===== config.mk =====
export PLATFORM = sky130hd
export DESIGN_NAME = cip_ctrl
export DESIGN_NICKNAME = d
export VERILOG_FILES = /design/src/verilog/cip_pkg.sv /design/src/verilog/cip_ctrl.sv
export VERILOG_INCLUDE_DIRS = /design/src /design/src/verilog
export SDC_FILE = /design/constraint.sdc
export NUM_CORES = 1
export LEC_CHECK = 0
export BUFFER_PORTS_ARGS = -buffer_cell sky130_fd_sc_hd__buf_4
export CORE_AREA = 5 5 59 87
export CTS_BUF_LIST = sky130_fd_sc_hd__clkbuf_16
export CTS_CLUSTER_SIZE = 10
export DETAILED_ROUTE_END_ITERATION = 7
export DIE_AREA = 0 0 64 92
export PLACE_DENSITY = 0.93
export SYNTH_ARGS = -nofsm -noshare
export SYNTH_HDL_FRONTEND = slang
export SYNTH_SLANG_ARGS = --single-unit

===== constraint.sdc =====
create_clock -name mclk -period 2.2 [get_ports mclk]
set_input_delay 0 -clock mclk [delete_from_list [all_inputs] [get_ports mclk]]
set_output_delay 0 -clock mclk [all_outputs]
set_load 0.05 [all_outputs]

===== src/verilog/cip_params.svh =====
`ifndef CIP_PARAMS_SVH
`define CIP_PARAMS_SVH

// register byte offsets on the apb bus
`define CIP_OFS_STATUS 12'h000
`define CIP_OFS_CORE 12'h004
`define CIP_OFS_ICTL1 12'h008
`define CIP_OFS_ICTL2 12'h00c
`define CIP_OFS_IRQ_STAT 12'h010
`define CIP_OFS_IRQ_MASK 12'h014
`define CIP_OFS_CORE_IN 12'h018

// field positions
`define CIP_STATUS_PRIO_LO 5
`define CIP_STATUS_PRIO_HI 7
`define CIP_CORE_PRIO3 3
`define CIP_ICTL1_NEST 15
`define CIP_ICTL2_ALT 15
`define CIP_ICTL2_IDIS 14
`define CIP_ICTL2_EP_HI 2

// reset values and the level that blocks user requests
`define CIP_RST_PRIO 3'h0
`define CIP_RST_EP 3'h0
`define CIP_USER_OFF_LVL 4'h7

`endif


===== src/verilog/cip_pkg.sv =====
package cip_pkg;
    typedef logic [3:0] cip_level_t;
    typedef enum logic [1:0] {CIP_STAT, CIP_CORE, CIP_CTL1, CIP_CTL2} cip_reg_e;
endpackage

===== src/verilog/cip_ctrl.sv =====
`include "cip_params.svh"
// Behaviour
// - three-bit priority status field holds cpu level 0 to 7 in binary
// - fourth priority bit in core control joins status field as msb
// - user interrupts blocked whenever the fourth priority bit is set
// - nesting disable makes the three-bit status field ignore software writes
// - fourth bit reads one above level seven, bit 3, software may only clear
// - each external input edge polarity: one negative, zero positive, reset zero
module cip_ctrl (
    input wire logic mclk,
    input wire logic nrst,
    input wire logic psel,
    input wire logic penable,
    input wire logic pwrite,
    input wire logic [11:0] paddr,
    input wire logic [31:0] pwdata,
    input wire logic [3:0] pstrb,
    output logic [31:0] prdata,
    output logic pready,
    output logic pslverr,
    input wire logic [2:0] ext_irq,
    input wire logic core_lvl_wr,
    input wire logic [3:0] core_lvl_val,
    input wire logic instr_disable_active,
    input wire logic [3:0] user_irq_level,
    input wire logic user_irq_req,
    output logic user_irq_take,
    output logic [2:0] ext_irq_event,
    output logic alt_vector_sel,
    output logic [3:0] cpu_level,
    output logic irq
);
    // priority level state
    logic [2:0] prio_lo_ff;
    logic prio3_ff;
    // control register bits
    logic nest_dis_ff;
    logic alt_ff;
    logic idis_ff;
    logic [2:0] ep_ff;
    // external input history and sticky status
    logic [2:0] ext_q_ff;
    logic [2:0] irq_stat_ff;
    logic [2:0] irq_mask_ff;
    // registered outputs
    logic [31:0] prdata_ff;
    logic pready_ff;
    logic pslverr_ff;
    logic take_ff;
    logic [2:0] evt_ff;
    logic irq_ff;

    // edge test for one input: polarity one looks for a fall, zero for a rise
    function automatic logic edge_seen(input logic neg_sel, input logic prev, input logic now);
        return neg_sel ? (prev && !now) : (!prev && now);
    endfunction

    // apb phases: acc is the first access cycle, done the cycle pready stands high
    wire acc = psel && penable && !pready_ff;
    wire done = psel && penable && pready_ff;
    // writes land at the edge that samples pready high, never before
    wire wr = done && pwrite && pstrb[0];
    wire wr_hi = done && pwrite && pstrb[1];

    // register address decode
    wire hit_st = paddr == `CIP_OFS_STATUS;
    wire hit_co = paddr == `CIP_OFS_CORE;
    wire hit_c1 = paddr == `CIP_OFS_ICTL1;
    wire hit_c2 = paddr == `CIP_OFS_ICTL2;
    wire hit_is = paddr == `CIP_OFS_IRQ_STAT;
    wire hit_im = paddr == `CIP_OFS_IRQ_MASK;
    wire mapped = hit_st || hit_co || hit_c1 || hit_c2 || hit_is || hit_im;

    // current four-bit cpu priority level
    wire cip_pkg::cip_level_t lvl = {prio3_ff, prio_lo_ff};

    // edge detection per input with selectable polarity
    logic [2:0] edge_hit;
    genvar g;
    generate
        for (g = 0; g < 3; g++) begin : g_edge
            assign edge_hit[g] = edge_seen(ep_ff[g], ext_q_ff[g], ext_irq[g]);
        end
    endgenerate

    // next status field: core update wins, sw write only when nesting allowed
    wire sw_prio_wr = wr && hit_st && !nest_dis_ff;
    wire [2:0] nxt_prio_lo = core_lvl_wr ? core_lvl_val[2:0]
                           : sw_prio_wr ? pwdata[`CIP_STATUS_PRIO_HI:`CIP_STATUS_PRIO_LO]
                           : prio_lo_ff;
    // fourth bit: core may set or clear, software may only clear
    wire sw_prio3_clr = wr && hit_co && !pwdata[`CIP_CORE_PRIO3];
    wire nxt_prio3 = core_lvl_wr ? core_lvl_val[3]
                   : sw_prio3_clr ? 1'b0 : prio3_ff;
    // sticky events, set beats write-one-clear
    wire [2:0] stat_clr = (wr && hit_is) ? pwdata[2:0] : 3'h0;
    wire [2:0] nxt_irq_stat = (irq_stat_ff & ~stat_clr) | edge_hit;
    // interrupt level follows the new status against the mask in force
    wire nxt_irq = |(nxt_irq_stat & irq_mask_ff);

    // read mux, unmapped offsets read zero
    wire [31:0] rd_mux = hit_st ? {24'h0, prio_lo_ff, 5'h0}
                       : hit_co ? {28'h0, prio3_ff, 3'h0}
                       : hit_c1 ? {16'h0, nest_dis_ff, 15'h0}
                       : hit_c2 ? {16'h0, alt_ff, idis_ff, 11'h0, ep_ff}
                       : hit_is ? {29'h0, irq_stat_ff}
                       : hit_im ? {29'h0, irq_mask_ff}
                       : 32'h0;

    // user request gated by level; level 7 and levels 8 to 15 block everything
    wire lvl_open = !prio3_ff && (lvl != `CIP_USER_OFF_LVL);
    wire nxt_take = user_irq_req && lvl_open && (user_irq_level > lvl);

    // low three priority bits
    always_ff @(posedge mclk or negedge nrst) begin
        if (!nrst) begin
            prio_lo_ff <= `CIP_RST_PRIO;
        end else begin
            prio_lo_ff <= nxt_prio_lo;
        end
    end

    // fourth priority bit
    always_ff @(posedge mclk or negedge nrst) begin
        if (!nrst) begin
            prio3_ff <= 1'b0;
        end else begin
            prio3_ff <= nxt_prio3;
        end
    end

    // nesting disable bit, upper byte lane
    always_ff @(posedge mclk or negedge nrst) begin
        if (!nrst) begin
            nest_dis_ff <= 1'b0;
        end else if (wr_hi && hit_c1) begin
            nest_dis_ff <= pwdata[`CIP_ICTL1_NEST];
        end
    end

    // alternate vector select, upper byte lane
    always_ff @(posedge mclk or negedge nrst) begin
        if (!nrst) begin
            alt_ff <= 1'b0;
        end else if (wr_hi && hit_c2) begin
            alt_ff <= pwdata[`CIP_ICTL2_ALT];
        end
    end

    // edge polarity bits, low byte lane
    always_ff @(posedge mclk or negedge nrst) begin
        if (!nrst) begin
            ep_ff <= `CIP_RST_EP;
        end else if (wr && hit_c2) begin
            ep_ff <= pwdata[`CIP_ICTL2_EP_HI:0];
        end
    end

    // interrupt mask
    always_ff @(posedge mclk or negedge nrst) begin
        if (!nrst) begin
            irq_mask_ff <= 3'h0;
        end else if (wr && hit_im) begin
            irq_mask_ff <= pwdata[2:0];
        end
    end

    // pin history and disable-instruction flag
    always_ff @(posedge mclk or negedge nrst) begin
        if (!nrst) begin
            ext_q_ff <= 3'h0;
            idis_ff <= 1'b0;
        end else begin
            ext_q_ff <= ext_irq;
            idis_ff <= instr_disable_active;
        end
    end

    // sticky status, event pulses and interrupt level
    always_ff @(posedge mclk or negedge nrst) begin
        if (!nrst) begin
            irq_stat_ff <= 3'h0;
            evt_ff <= 3'h0;
            irq_ff <= 1'b0;
        end else begin
            irq_stat_ff <= nxt_irq_stat;
            evt_ff <= edge_hit;
            irq_ff <= nxt_irq;
        end
    end

    // accepted user request
    always_ff @(posedge mclk or negedge nrst) begin
        if (!nrst) begin
            take_ff <= 1'b0;
        end else begin
            take_ff <= nxt_take;
        end
    end

    // apb answer, one wait state; read data stands until the next read
    always_ff @(posedge mclk or negedge nrst) begin
        if (!nrst) begin
            prdata_ff <= 32'h0;
            pready_ff <= 1'b0;
            pslverr_ff <= 1'b0;
        end else begin
            pready_ff <= acc;
            pslverr_ff <= acc && !mapped;
            if (acc && !pwrite) prdata_ff <= rd_mux;
        end
    end

    // outputs straight from their flip-flops
    assign prdata = prdata_ff;
    assign pready = pready_ff;
    assign pslverr = pslverr_ff;
    assign user_irq_take = take_ff;
    assign ext_irq_event = evt_ff;
    assign alt_vector_sel = alt_ff;
    assign cpu_level = lvl;
    assign irq = irq_ff;

    // status field frozen while nesting is disabled
    a_status_locked: assert property (@(posedge mclk) disable iff (!nrst)
        (nest_dis_ff && !core_lvl_wr) |=> $stable(prio_lo_ff))
        else $error("status field changed while nesting disabled");

    // status field takes a software write while nesting is allowed
    a_status_write: assert property (@(posedge mclk) disable iff (!nrst)
        (sw_prio_wr && !core_lvl_wr) |=> prio_lo_ff == $past(pwdata[`CIP_STATUS_PRIO_HI:`CIP_STATUS_PRIO_LO]))
        else $error("status field write lost");

    // software never sets the fourth bit
    a_bit3_no_set: assert property (@(posedge mclk) disable iff (!nrst)
        (!prio3_ff && !core_lvl_wr) |=> !prio3_ff)
        else $error("fourth priority bit set by software");

    // software clear of the fourth bit lands
    a_bit3_sw_clr: assert property (@(posedge mclk) disable iff (!nrst)
        (sw_prio3_clr && !core_lvl_wr) |=> !cpu_level[3])
        else $error("fourth priority bit not cleared");

    // levels 8 to 15 block user requests
    a_bit3_blocks: assert property (@(posedge mclk) disable iff (!nrst)
        prio3_ff |=> !user_irq_take)
        else $error("user interrupt taken at level above seven");

    // level 7 blocks user requests
    a_lvl7_blocks: assert property (@(posedge mclk) disable iff (!nrst)
        (cpu_level == 4'h7) |=> !user_irq_take)
        else $error("user interrupt taken at level seven");

    // a taken request had a higher level than the cpu
    a_take_cause: assert property (@(posedge mclk) disable iff (!nrst)
        user_irq_take |-> $past(user_irq_req && (user_irq_level > cpu_level)))
        else $error("user interrupt taken without higher level");

    // core load sets all four level bits
    a_level_join: assert property (@(posedge mclk) disable iff (!nrst)
        core_lvl_wr |=> cpu_level == $past(core_lvl_val))
        else $error("cpu level not formed from both fields");

    // rising edge on input 0 with positive polarity
    a_rise_evt0: assert property (@(posedge mclk) disable iff (!nrst)
        (!ep_ff[0] && !$past(ext_irq[0]) && ext_irq[0] && $stable(ep_ff)) |=> ext_irq_event[0])
        else $error("rising edge missed");

    // falling edge on input 1 with negative polarity
    a_fall_evt1: assert property (@(posedge mclk) disable iff (!nrst)
        (ep_ff[1] && $past(ext_irq[1]) && !ext_irq[1]) |=> ext_irq_event[1])
        else $error("falling edge missed");

    // rising edge on input 2 with positive polarity
    a_rise_evt2: assert property (@(posedge mclk) disable iff (!nrst)
        (!ep_ff[2] && !$past(ext_irq[2]) && ext_irq[2]) |=> ext_irq_event[2])
        else $error("rising edge missed on input two");

    // an event pulse on input 0 needs a pin change
    a_evt_needs_edge: assert property (@(posedge mclk) disable iff (!nrst)
        ext_irq_event[0] |-> ($past(ext_irq[0]) != $past(ext_irq[0], 2)))
        else $error("event without pin change");

    // polarity bits take a low lane write
    a_ep_write: assert property (@(posedge mclk) disable iff (!nrst)
        (wr && hit_c2) |=> ep_ff == $past(pwdata[`CIP_ICTL2_EP_HI:0]))
        else $error("polarity write lost");

    // alternate vector select takes an upper lane write
    a_alt_vec: assert property (@(posedge mclk) disable iff (!nrst)
        (wr_hi && hit_c2) |=> alt_vector_sel == $past(pwdata[`CIP_ICTL2_ALT]))
        else $error("alternate vector select not updated");

    // alternate vector select holds without a write
    a_alt_hold: assert property (@(posedge mclk) disable iff (!nrst)
        !(wr_hi && hit_c2) |=> $stable(alt_vector_sel))
        else $error("alternate vector select changed without write");

    // nesting disable takes an upper lane write
    a_nest_write: assert property (@(posedge mclk) disable iff (!nrst)
        (wr_hi && hit_c1) |=> nest_dis_ff == $past(pwdata[`CIP_ICTL1_NEST]))
        else $error("nesting disable write lost");

    // events stay set even against a clear in the same cycle
    a_set_wins: assert property (@(posedge mclk) disable iff (!nrst)
        (edge_hit != 3'h0) |=> ((irq_stat_ff & $past(edge_hit)) == $past(edge_hit)))
        else $error("event lost from status");

    // write one clears status bits
    a_w1c_clear: assert property (@(posedge mclk) disable iff (!nrst)
        (wr && hit_is && (edge_hit == 3'h0)) |=> ((irq_stat_ff & $past(pwdata[2:0])) == 3'h0))
        else $error("status bit not cleared");

    // status holds without events or clears
    a_stat_sticky: assert property (@(posedge mclk) disable iff (!nrst)
        (!(wr && hit_is) && (edge_hit == 3'h0)) |=> $stable(irq_stat_ff))
        else $error("status changed on its own");

    // a mask of zero keeps the interrupt low
    a_irq_masked: assert property (@(posedge mclk) disable iff (!nrst)
        ((irq_mask_ff == 3'h0) && ($past(irq_mask_ff) == 3'h0)) |-> !irq)
        else $error("interrupt high while fully masked");

    // one wait state, ready for exactly one cycle
    a_apb_ready: assert property (@(posedge mclk) disable iff (!nrst)
        (psel && penable && !pready) |=> pready ##1 !pready)
        else $error("apb answer not one cycle");

    // ready only answers an access
    a_ready_cause: assert property (@(posedge mclk) disable iff (!nrst)
        pready |-> $past(psel && penable))
        else $error("ready without access");

    // error only with ready
    a_err_pairs: assert property (@(posedge mclk) disable iff (!nrst)
        pslverr |-> pready)
        else $error("error without ready");

    // unmapped offset answers with an error
    a_err_unmapped: assert property (@(posedge mclk) disable iff (!nrst)
        (psel && penable && !pready && !mapped) |=> pslverr)
        else $error("unmapped access without error");

    // read data holds between reads
    a_rd_hold: assert property (@(posedge mclk) disable iff (!nrst)
        !(psel && penable && !pready && !pwrite) |=> $stable(prdata))
        else $error("read data changed without read");
endmodule


* Yosys cells after proc, flatten, opt, wreduce, memory -nomap -nowiden
Index checks and enable logic that the tools add are counted.
** Word-level totals
- Register bits after elaboration :: 58
- Bits of input ports :: 67
- Output and inout port bits :: 44
** Cells by class
- Order comparisons :: 1
- Eq/ne operators :: 6
- Multiplexer cells :: 14
- Bitwise logic cells :: 4
- Reductions and logical operators :: 47
** Operators with widths (count)
- $mux 16 :: 4
- $logic_and 1x1->1 :: 26
- $eq 12x4->1 const B :: 2
- $eq 12x5->1 const B :: 2
- $mux 3 :: 5
- $eq 12x3->1 const B :: 1
- $logic_not 1->1 :: 12
- $logic_not 12->1 :: 1
- $and 3x3->3 :: 2
- $logic_or 1x1->1 :: 5
- $mux 1 :: 5
- $gt 4x4->1 :: 1
- $ne 4x3->1 const B :: 1
- $reduce_bool 2->1 :: 2
- $not 3->3 :: 1
- $or 3x3->3 :: 1
- $reduce_or 3->1 :: 1

* Logic depth before layout (Yosys ltp)
Gate-level depths: netlist (run 1).
- Depth in word-level cells :: 11
- Gate-level depth with buffers :: 6

* Least setup slack after synthesis (run 1)
No wires, ideal clock.
- Path kind :: reg-to-reg
- From :: register pready_ff (netlist: pready)
- To :: register ep_ff[0]
- Arrival time :: 1.750 ns
- Setup slack :: 0.325 ns
- Cell stages (with the launch flop) :: 5
- Path buffers :: 0
- Path through :: dfrtp_1 and4_1 nand2_1 nor4_2 mux2_2
** Between the ends
- Cells in the longest elaborated chain, start to end :: 4
** Ends and longest elaborated chain
- from (decl) :: line cip_ctrl.sv:47 : logic pready_ff;
- from (signal assigned) :: line cip_ctrl.sv:205 : pready_ff <= 1'b0;
- from (signal assigned) :: line cip_ctrl.sv:208 : pready_ff <= acc;
- $logic_and 1x1->1 :: line cip_ctrl.sv:60 : wire done = psel && penable && pready_ff;
- $logic_and 1x1->1 (2 in a row) :: line cip_ctrl.sv:62 : wire wr = done && pwrite && pstrb[0];
- $logic_and 1x1->1 :: line cip_ctrl.sv:154 : end else if (wr && hit_c2) begin
- to (signal assigned) :: line cip_ctrl.sv:153 : ep_ff <= `CIP_RST_EP;
- to (signal assigned) :: line cip_ctrl.sv:155 : ep_ff <= pwdata[`CIP_ICTL2_EP_HI:0];
- to (decl) :: line cip_ctrl.sv:40 : logic [2:0] ep_ff;
Every way passes these cells.
A chain may end at the register's enable or synchronous reset.

* Worst setup path in the final report (run 1)
- From :: register pready_ff (netlist: pready)
- To :: register prio3_ff
** Between the ends
- Cells in the longest elaborated chain, start to end :: 6
** Ends and longest elaborated chain
- $logic_and 1x1->1 :: line cip_ctrl.sv:60
- $logic_and 1x1->1 (2 in a row) :: line cip_ctrl.sv:62
- $logic_and 1x1->1 (2 in a row) :: line cip_ctrl.sv:92 : wire sw_prio3_clr = wr && hit_co && !pwdata[`CIP_CORE_PRIO3];
- $reduce_bool 2->1 (no source line)
- to (signal assigned) :: line cip_ctrl.sv:128 : prio3_ff <= nxt_prio3;
- to (decl) :: line cip_ctrl.sv:35 : logic prio3_ff;
Every way passes these cells.

==> results of run 1 <==
## power groups by stage
stage          clock network, uW  registers (uW)  logic (uW)
2_1_floorplan                  0             722         198
3_3_place_gp                   0             683         312
3_5_place_dp                   0             684         319
4_1_cts                      664             673         343
5_1_grt                      693             675         372
6_report                     658             674         349
## layout make-up
class                      count  share of cell area (%)
multi-input combinational    142                   35.40
sequential                    35                   32.91
timing repair buffer          77                   23.23
clock buffer                   5                   4.701
tap                           46                   2.163
inverter                       8                   1.128
clock inverter                 3                  0.4701
## metrics by stage
step           hold slack [ns]  util, %
6_report               0.04423    62.69
5_1_grt                0.07503    62.69
4_1_cts                0.01474    62.54
3_5_place_dp          -0.02171    55.53
3_3_place_gp          -0.02712    55.53
2_1_floorplan          -0.2956        -
## placed cells by master, fill, tap and decap left out, drive strengths merged, types with 4 or more instances in the layout
cell / netlist / routed
conb: 1 / 23
dlygate4sd3: 0 / 16
a21oi: 8 / 8
ha: 4 / 4
o31ai: 5 / 5
nor3b: 4 / 4
nor2b: 7 / 7
inv: 8 / 10
buf: 27 / 61
mux2: 8 / 8
nor3: 6 / 6
dfrtp: 35 / 35
nor4: 5 / 5
o21ai: 5 / 5
nor2: 5 / 5
nor4b: 5 / 5
nand2: 17 / 17
clkbuf: 4 / 5
nand3: 4 / 4
a31oi: 4 / 4
## cells in the mapped netlist, types with 2 or more instances
cell type   n  area [um^2]
dfrtp_1    35        875.8
buf_4      24        180.2
nand2_1    17        63.81
a21oi_1     8        40.04
inv_1       8        30.03
mux2_2      8        90.09
nor2b_1     7        43.79
nor2_1      5        18.77
nor3_1      5        25.02
nor4b_1     5        43.79
a31oi_1     4        25.02
clkbuf_1    4        15.01
ha_1        4        50.05
nor3b_1     4        30.03
o21ai_0     4        20.02
a21o_1      3        22.52
and3b_1     3        26.28
and4_1      3        26.28
nand3_1     3        15.01
nand4_1     3        18.77
nor4_1      3        18.77
o31ai_1     3        22.52
o41ai_1     3        26.28
a22oi_1     2        15.01
a41oi_1     2        17.52
mux2i_1     2        20.02
o31ai_2     2        25.02
or3_1       2        12.51
## worst max-delay path, cell delays in order, from the launching register on
cell and delay (ns):
dfrtp_1 0.42, and4_1 0.31, nand4_1 0.23, nor4b_2 0.31
o31ai_1 0.10, dlygate4sd3_1 0.58
## metal layers
layer | track usage, % | routed length [um] | vias up
li1 | - | - | 804
met1 | 18.14 | 1831 | 846
met2 | 31.96 | 2874 | 81
met3 | 5.012 | 393 | 15
met4 | 10.05 | 196 | 0
met5 | 0 | 0 | -
## registers in the layout (all words and copies together), names as in the netlist, 3 cells and up
register       flops
ext_irq_event      3
ep_ff              3
prdata             9
ext_q_ff           3
irq_stat_ff        3
prio_lo_ff         3
irq_mask_ff        3
## cell families after synthesis
| kind of cell | count (synthesis) | share of synthesized area (%) |
|---|---|---|
| fa+ha+maj | 4 | 2.535 |
| flops | 35 | 44.36 |
| buf+inv | 39 | 12.42 |
| other cells | 1 | 0.1899 |
| compound gates | 37 | 13.31 |
| mux | 10 | 5.577 |
| simple gates | 68 | 21.61 |
## how the worst min path moves through the flow
stage                endpoint  cells past startpoint
2_1_floorplan  alt_vector_sel                      0
3_3_place_gp    user_irq_take                      1
3_5_place_dp    user_irq_take                      1
4_1_cts                pready                      3
5_1_grt                pready                      3
6_report               pready                      3
## timing repair
action / in CTS / in global routing
hold buffers: 16 / 0
resized for setup: 0 / 1
endpoints found under the setup margin: 0 / 1
hold endpoints to repair: 54 / 0
==> results.ini, run 1 <==
[sta]
maxSlewViolCount=0
layout_setup_ws_ns=0.1266
finalSetupTns_ns=0
hold_violations=0
max_slew_margin_pct=56.05
timing.fmax_ghz=0.4823
setup_viol=0
rsz0062_at_grt=no
finClkSkew_ns=0.003053
post-route-min-period_ns=2.073
post-route-period-util_pct=94.24
tightest_slew_ns=0.6578

[logic_synthesis]
yosysWarningCount=0
synthCells=194
syn_area_um2=1974
synth_ff_type=dfrtp_1
syn_avg_cell_area_um2=10.18
ys_seq_area_share_pct=44.36
synthArstFlopShare_pct=100.0
synth_edf_count=0
synth_seq_cells=35
synth_cell_types=46

[die]
die_y_um=92
die_area_um2=5888
rows=29
initial_utilization_pct=46.51
coreArea_um2=4245
io_pins=111
die_w_um=64

[global_route]
grt_overflow_total=0
antenna_found_initial=0
grt_pass1_vias=1801
gr-usage-all-layers_pct=17.90
grt_max_degree=36
grt_first_pass_wirelength_mm=8.383

[pwr]
p_seq_share_pct=40.1
leakagePower_uw=0.001309
p_clk_share_pct=39.2
internal-power_uw=1186
power_density_nw_per_um2=631.8
comb_power_share_pct=20.8
peakVddDrop_mv=0.6303
switching_share_pct=29.48
p_sw_uw=495.8
power_uw=1681

[worst_setup_path]
endpoint=prio3_ff
crit_path_end_kind=register
worst_ep_arrival_time_ns=2.23
r2r_slack_ns=0.13
r2r_end=prio3_ff
crit_start=pready
r2r-start=pready
cp-start-kind=register
crit_path_max_fanout=5
critPathKind=reg -> reg
cp.required_ns=2.36
r2r_cells=5

[final_layout]
diodes=0
layout-drive-gt1-share_pct=31.48
design_area_um2=2661
syn_to_final_growth_pct=34.79
nNetsFinal=340
multi_input_area_um2=942.2
n_fill_cell=331
instances_no_fill=316
ff_latch_area_um2=875.8

[placement]
placed_area_um2=2357
portBuffers=61
gp_congestion=0.9609
dp_hpwl_mm=3.735
dp.cells=292
dp_worst_setup_slack_ns=0.3939

[detailed_routing]
viasPerCell=5.525
ant_nets=0
firstDrtPassIters=4
drc=0
num_vias=1746
drt-initial-drc-count=76
wirelength_mm=5.295
wire_per_inst_um=16.76

[worst_hold_path]
hp-start=penable
hp-class=in -> reg

[clocking]
cts_root_buf=clkbuf_16
clk_latency_ns=0.28
cts-buffers-inserted=5
cts_tree=built
htreeDepth=2
cts_buffer_depth=2
post_cts_buffers=0
path_clk_slew_ns=0.05
clock_sink_count=35

[run_status]
status=complete, no violations

[run]
cap_violations=0

Note: power is estimated with default switching activity, not from simulation.
==> inputs of run 2 (changes only) <==
--- a/config.mk
+++ b/config.mk
@@ -7,12 +7,13 @@
 export NUM_CORES = 1
 export LEC_CHECK = 0
 export BUFFER_PORTS_ARGS = -buffer_cell sky130_fd_sc_hd__buf_4
-export CORE_AREA = 5 5 59 87
+export CORE_AREA = 5 5 61 91
 export CTS_BUF_LIST = sky130_fd_sc_hd__clkbuf_16
 export CTS_CLUSTER_SIZE = 10
 export DETAILED_ROUTE_END_ITERATION = 7
-export DIE_AREA = 0 0 64 92
-export PLACE_DENSITY = 0.93
+export DIE_AREA = 0 0 66 96
+export PLACE_DENSITY = 0.8
+export SLEW_MARGIN = 40
 export SYNTH_ARGS = -nofsm -noshare
 export SYNTH_HDL_FRONTEND = slang
 export SYNTH_SLANG_ARGS = --single-unit
==> constraint.sdc (replaced) <==
create_clock -name mclk -period 2.09 [get_ports mclk]
set_input_delay 0 -clock mclk [delete_from_list [all_inputs] [get_ports mclk]]
set_output_delay 0 -clock mclk [all_outputs]
set_load 0.05 [all_outputs]
==> results.ini, run 2 (same netlist as run 1, synthesis figures left out) <==
[worst_setup_path]
worst_ep_arrival_time_ns=2.11
cp-start-kind=register
cp_num_cells=5
path_cells=and4_1, nand4_1, nor4b_2, o31ai_1, dlygate4sd3_1
cp.required_ns=2.24
r2r_cells=5
crit_path_max_incr_delay_ns=0.57
cp_num_buf_inv=1
crit_path_max_fanout=5
slowest_stage=dlygate4sd3_1
crit_path_end_kind=register
critPathKind=reg -> reg
cp_top_family=simple AND/OR/NAND/NOR gates

[die]
die_w_um=66
initial_utilization_pct=42.07
io_pins=111
coreArea_um2=4693
die_y_um=96
rows=31
die_area_um2=6336

[final_layout]
nNetsFinal=343
diodes=0
final_cell_mix=64 x buf_4, 35 x dfrtp_1, 23 x conb_1
layout-drive-gt1-share_pct=32.60
syn_to_final_growth_pct=37.39
ff_latch_area_um2=875.8
multi_input_area_um2=942.2
largest_reg_flops=9
final_common_cell=buf_4
n_fill_cell=424

[sta]
maxSlewViolCount=0
timing.fmax_ghz=0.5103
hold_violations=0
holdWs_ns=0.01612
max_slew_margin_pct=63.25
rsz0062_at_grt=no
post-route-min-period_ns=1.960
finClkSkew_ns=0.005105
tightest_slew_ns=0.5513
setup_viol=0
post-route-period-util_pct=93.76
finalSetupTns_ns=0

[detailed_routing]
ant_nets=0
drt-initial-drc-count=59
num_vias=1698
wire_per_inst_um=14.86
firstDrtPassIters=5
drc=0
viasPerCell=5.009
wirelength_mm=5.038

[global_route]
grt_overflow_total=0
antenna_found_initial=0
grt_pass1_vias=1696
gr-usage-all-layers_pct=16.35
grt_first_pass_wirelength_mm=7.817
grt_max_degree=36

[worst_hold_path]
hp-class=in -> reg
whs_path_depth=3

[pwr]
power_density_nw_per_um2=655.8
power_uw=1779
peakVddDrop_mv=0.4864
leakagePower_uw=0.001317

[placement]
gp_congestion=0.8153
dp_hpwl_mm=3.805
portBuffers=61

[clocking]
cts_root_buf=clkbuf_16
cts_buffer_depth=2
clock_sink_count=35
htreeDepth=2
cts_tree=built
path_clk_slew_ns=0.05
cts-buffers-inserted=5
clk_latency_ns=0.28

[run]
cap_violations=0

[run_status]
status=complete, no violations

[run 2: cell types whose count changed in the layout (fill, tap and decap cells not counted)]
cell        change
inv_1           -1
buf_4           +3
clkinvlp_4      +1
[run 2: path summary, 6_finish.rpt]
| check | startpoint | end | slack [ns] |
|---|---|---|---|
| max reg2reg | pready | prio3_ff | 0.13 |
| min | penable | pready | 0.02 |
| min reg2reg | prdata[2] | prdata[2] | 0.47 |
| max | pready | prio3_ff | 0.13 |
| min in group asynchronous | nrst | prio_lo_ff[2] | 0.23 |
| max in group asynchronous | nrst | irq_stat_ff[0] | 1.54 |
[run 2: metrics by stage]
| stage | util, % | setup WS, ns | cells | area (um^2) |
|---|---|---|---|---|
| 6_report | 57.80 | 0.1304 | 339 | 2713 |
| 3_5_place_dp | 51.08 | 0.3183 | 314 | 2397 |
| 4_1_cts | 57.50 | 0.09102 | 338 | 2699 |
| 3_3_place_gp | 51.08 | 0.3568 | 314 | 2397 |
| 5_1_grt | 57.80 | 0.03443 | 339 | 2713 |
| 2_1_floorplan | - | 0.2150 | 216 | 2057 |
[run 2: routing by layer]
metal / vias up / part of all wire [%] / wire (um) / global-route usage, %
met5: - / 0 / 0 / 0
met4: 0 / 3.1 / 157 / 8.136
met3: 12 / 6.1 / 305 / 3.855
met2: 66 / 53 / 2665 / 28.45
met1: 805 / 38 / 1911 / 18.49
li1: 815 / - / - / -
[run 2: worst min-delay path, stage by stage]
cell	delay, ns
buf_4	0.11
nand2_1	0.08
nor2_1	0.06
[run 2: power by group]
part / total, uW / leakage [uW] / internal [uW] / switching [uW]
combinational: 365 / 0.000798 / 123 / 242
clock: 705 / 0.0000710 / 434 / 271
sequential: 709 / 0.000449 / 696 / 12.9
[run 2: timing repair]
action,in CTS,in global routing
hold endpoints to repair,54,0
hold buffers,16,0
endpoints found under the setup margin,0,1
resized for setup,0,1
buffers inserted,0,1
[run 2: layout make-up]
class	instances	share of cell area [%]
Clock buffer	5	4.613
Timing Repair Buffer	80	23.62
Clock inverter	3	0.5996
Tap cell	66	3.044
Multi-Input combinational cell	142	34.73
Inverter	8	1.107
Sequential cell	35	32.29
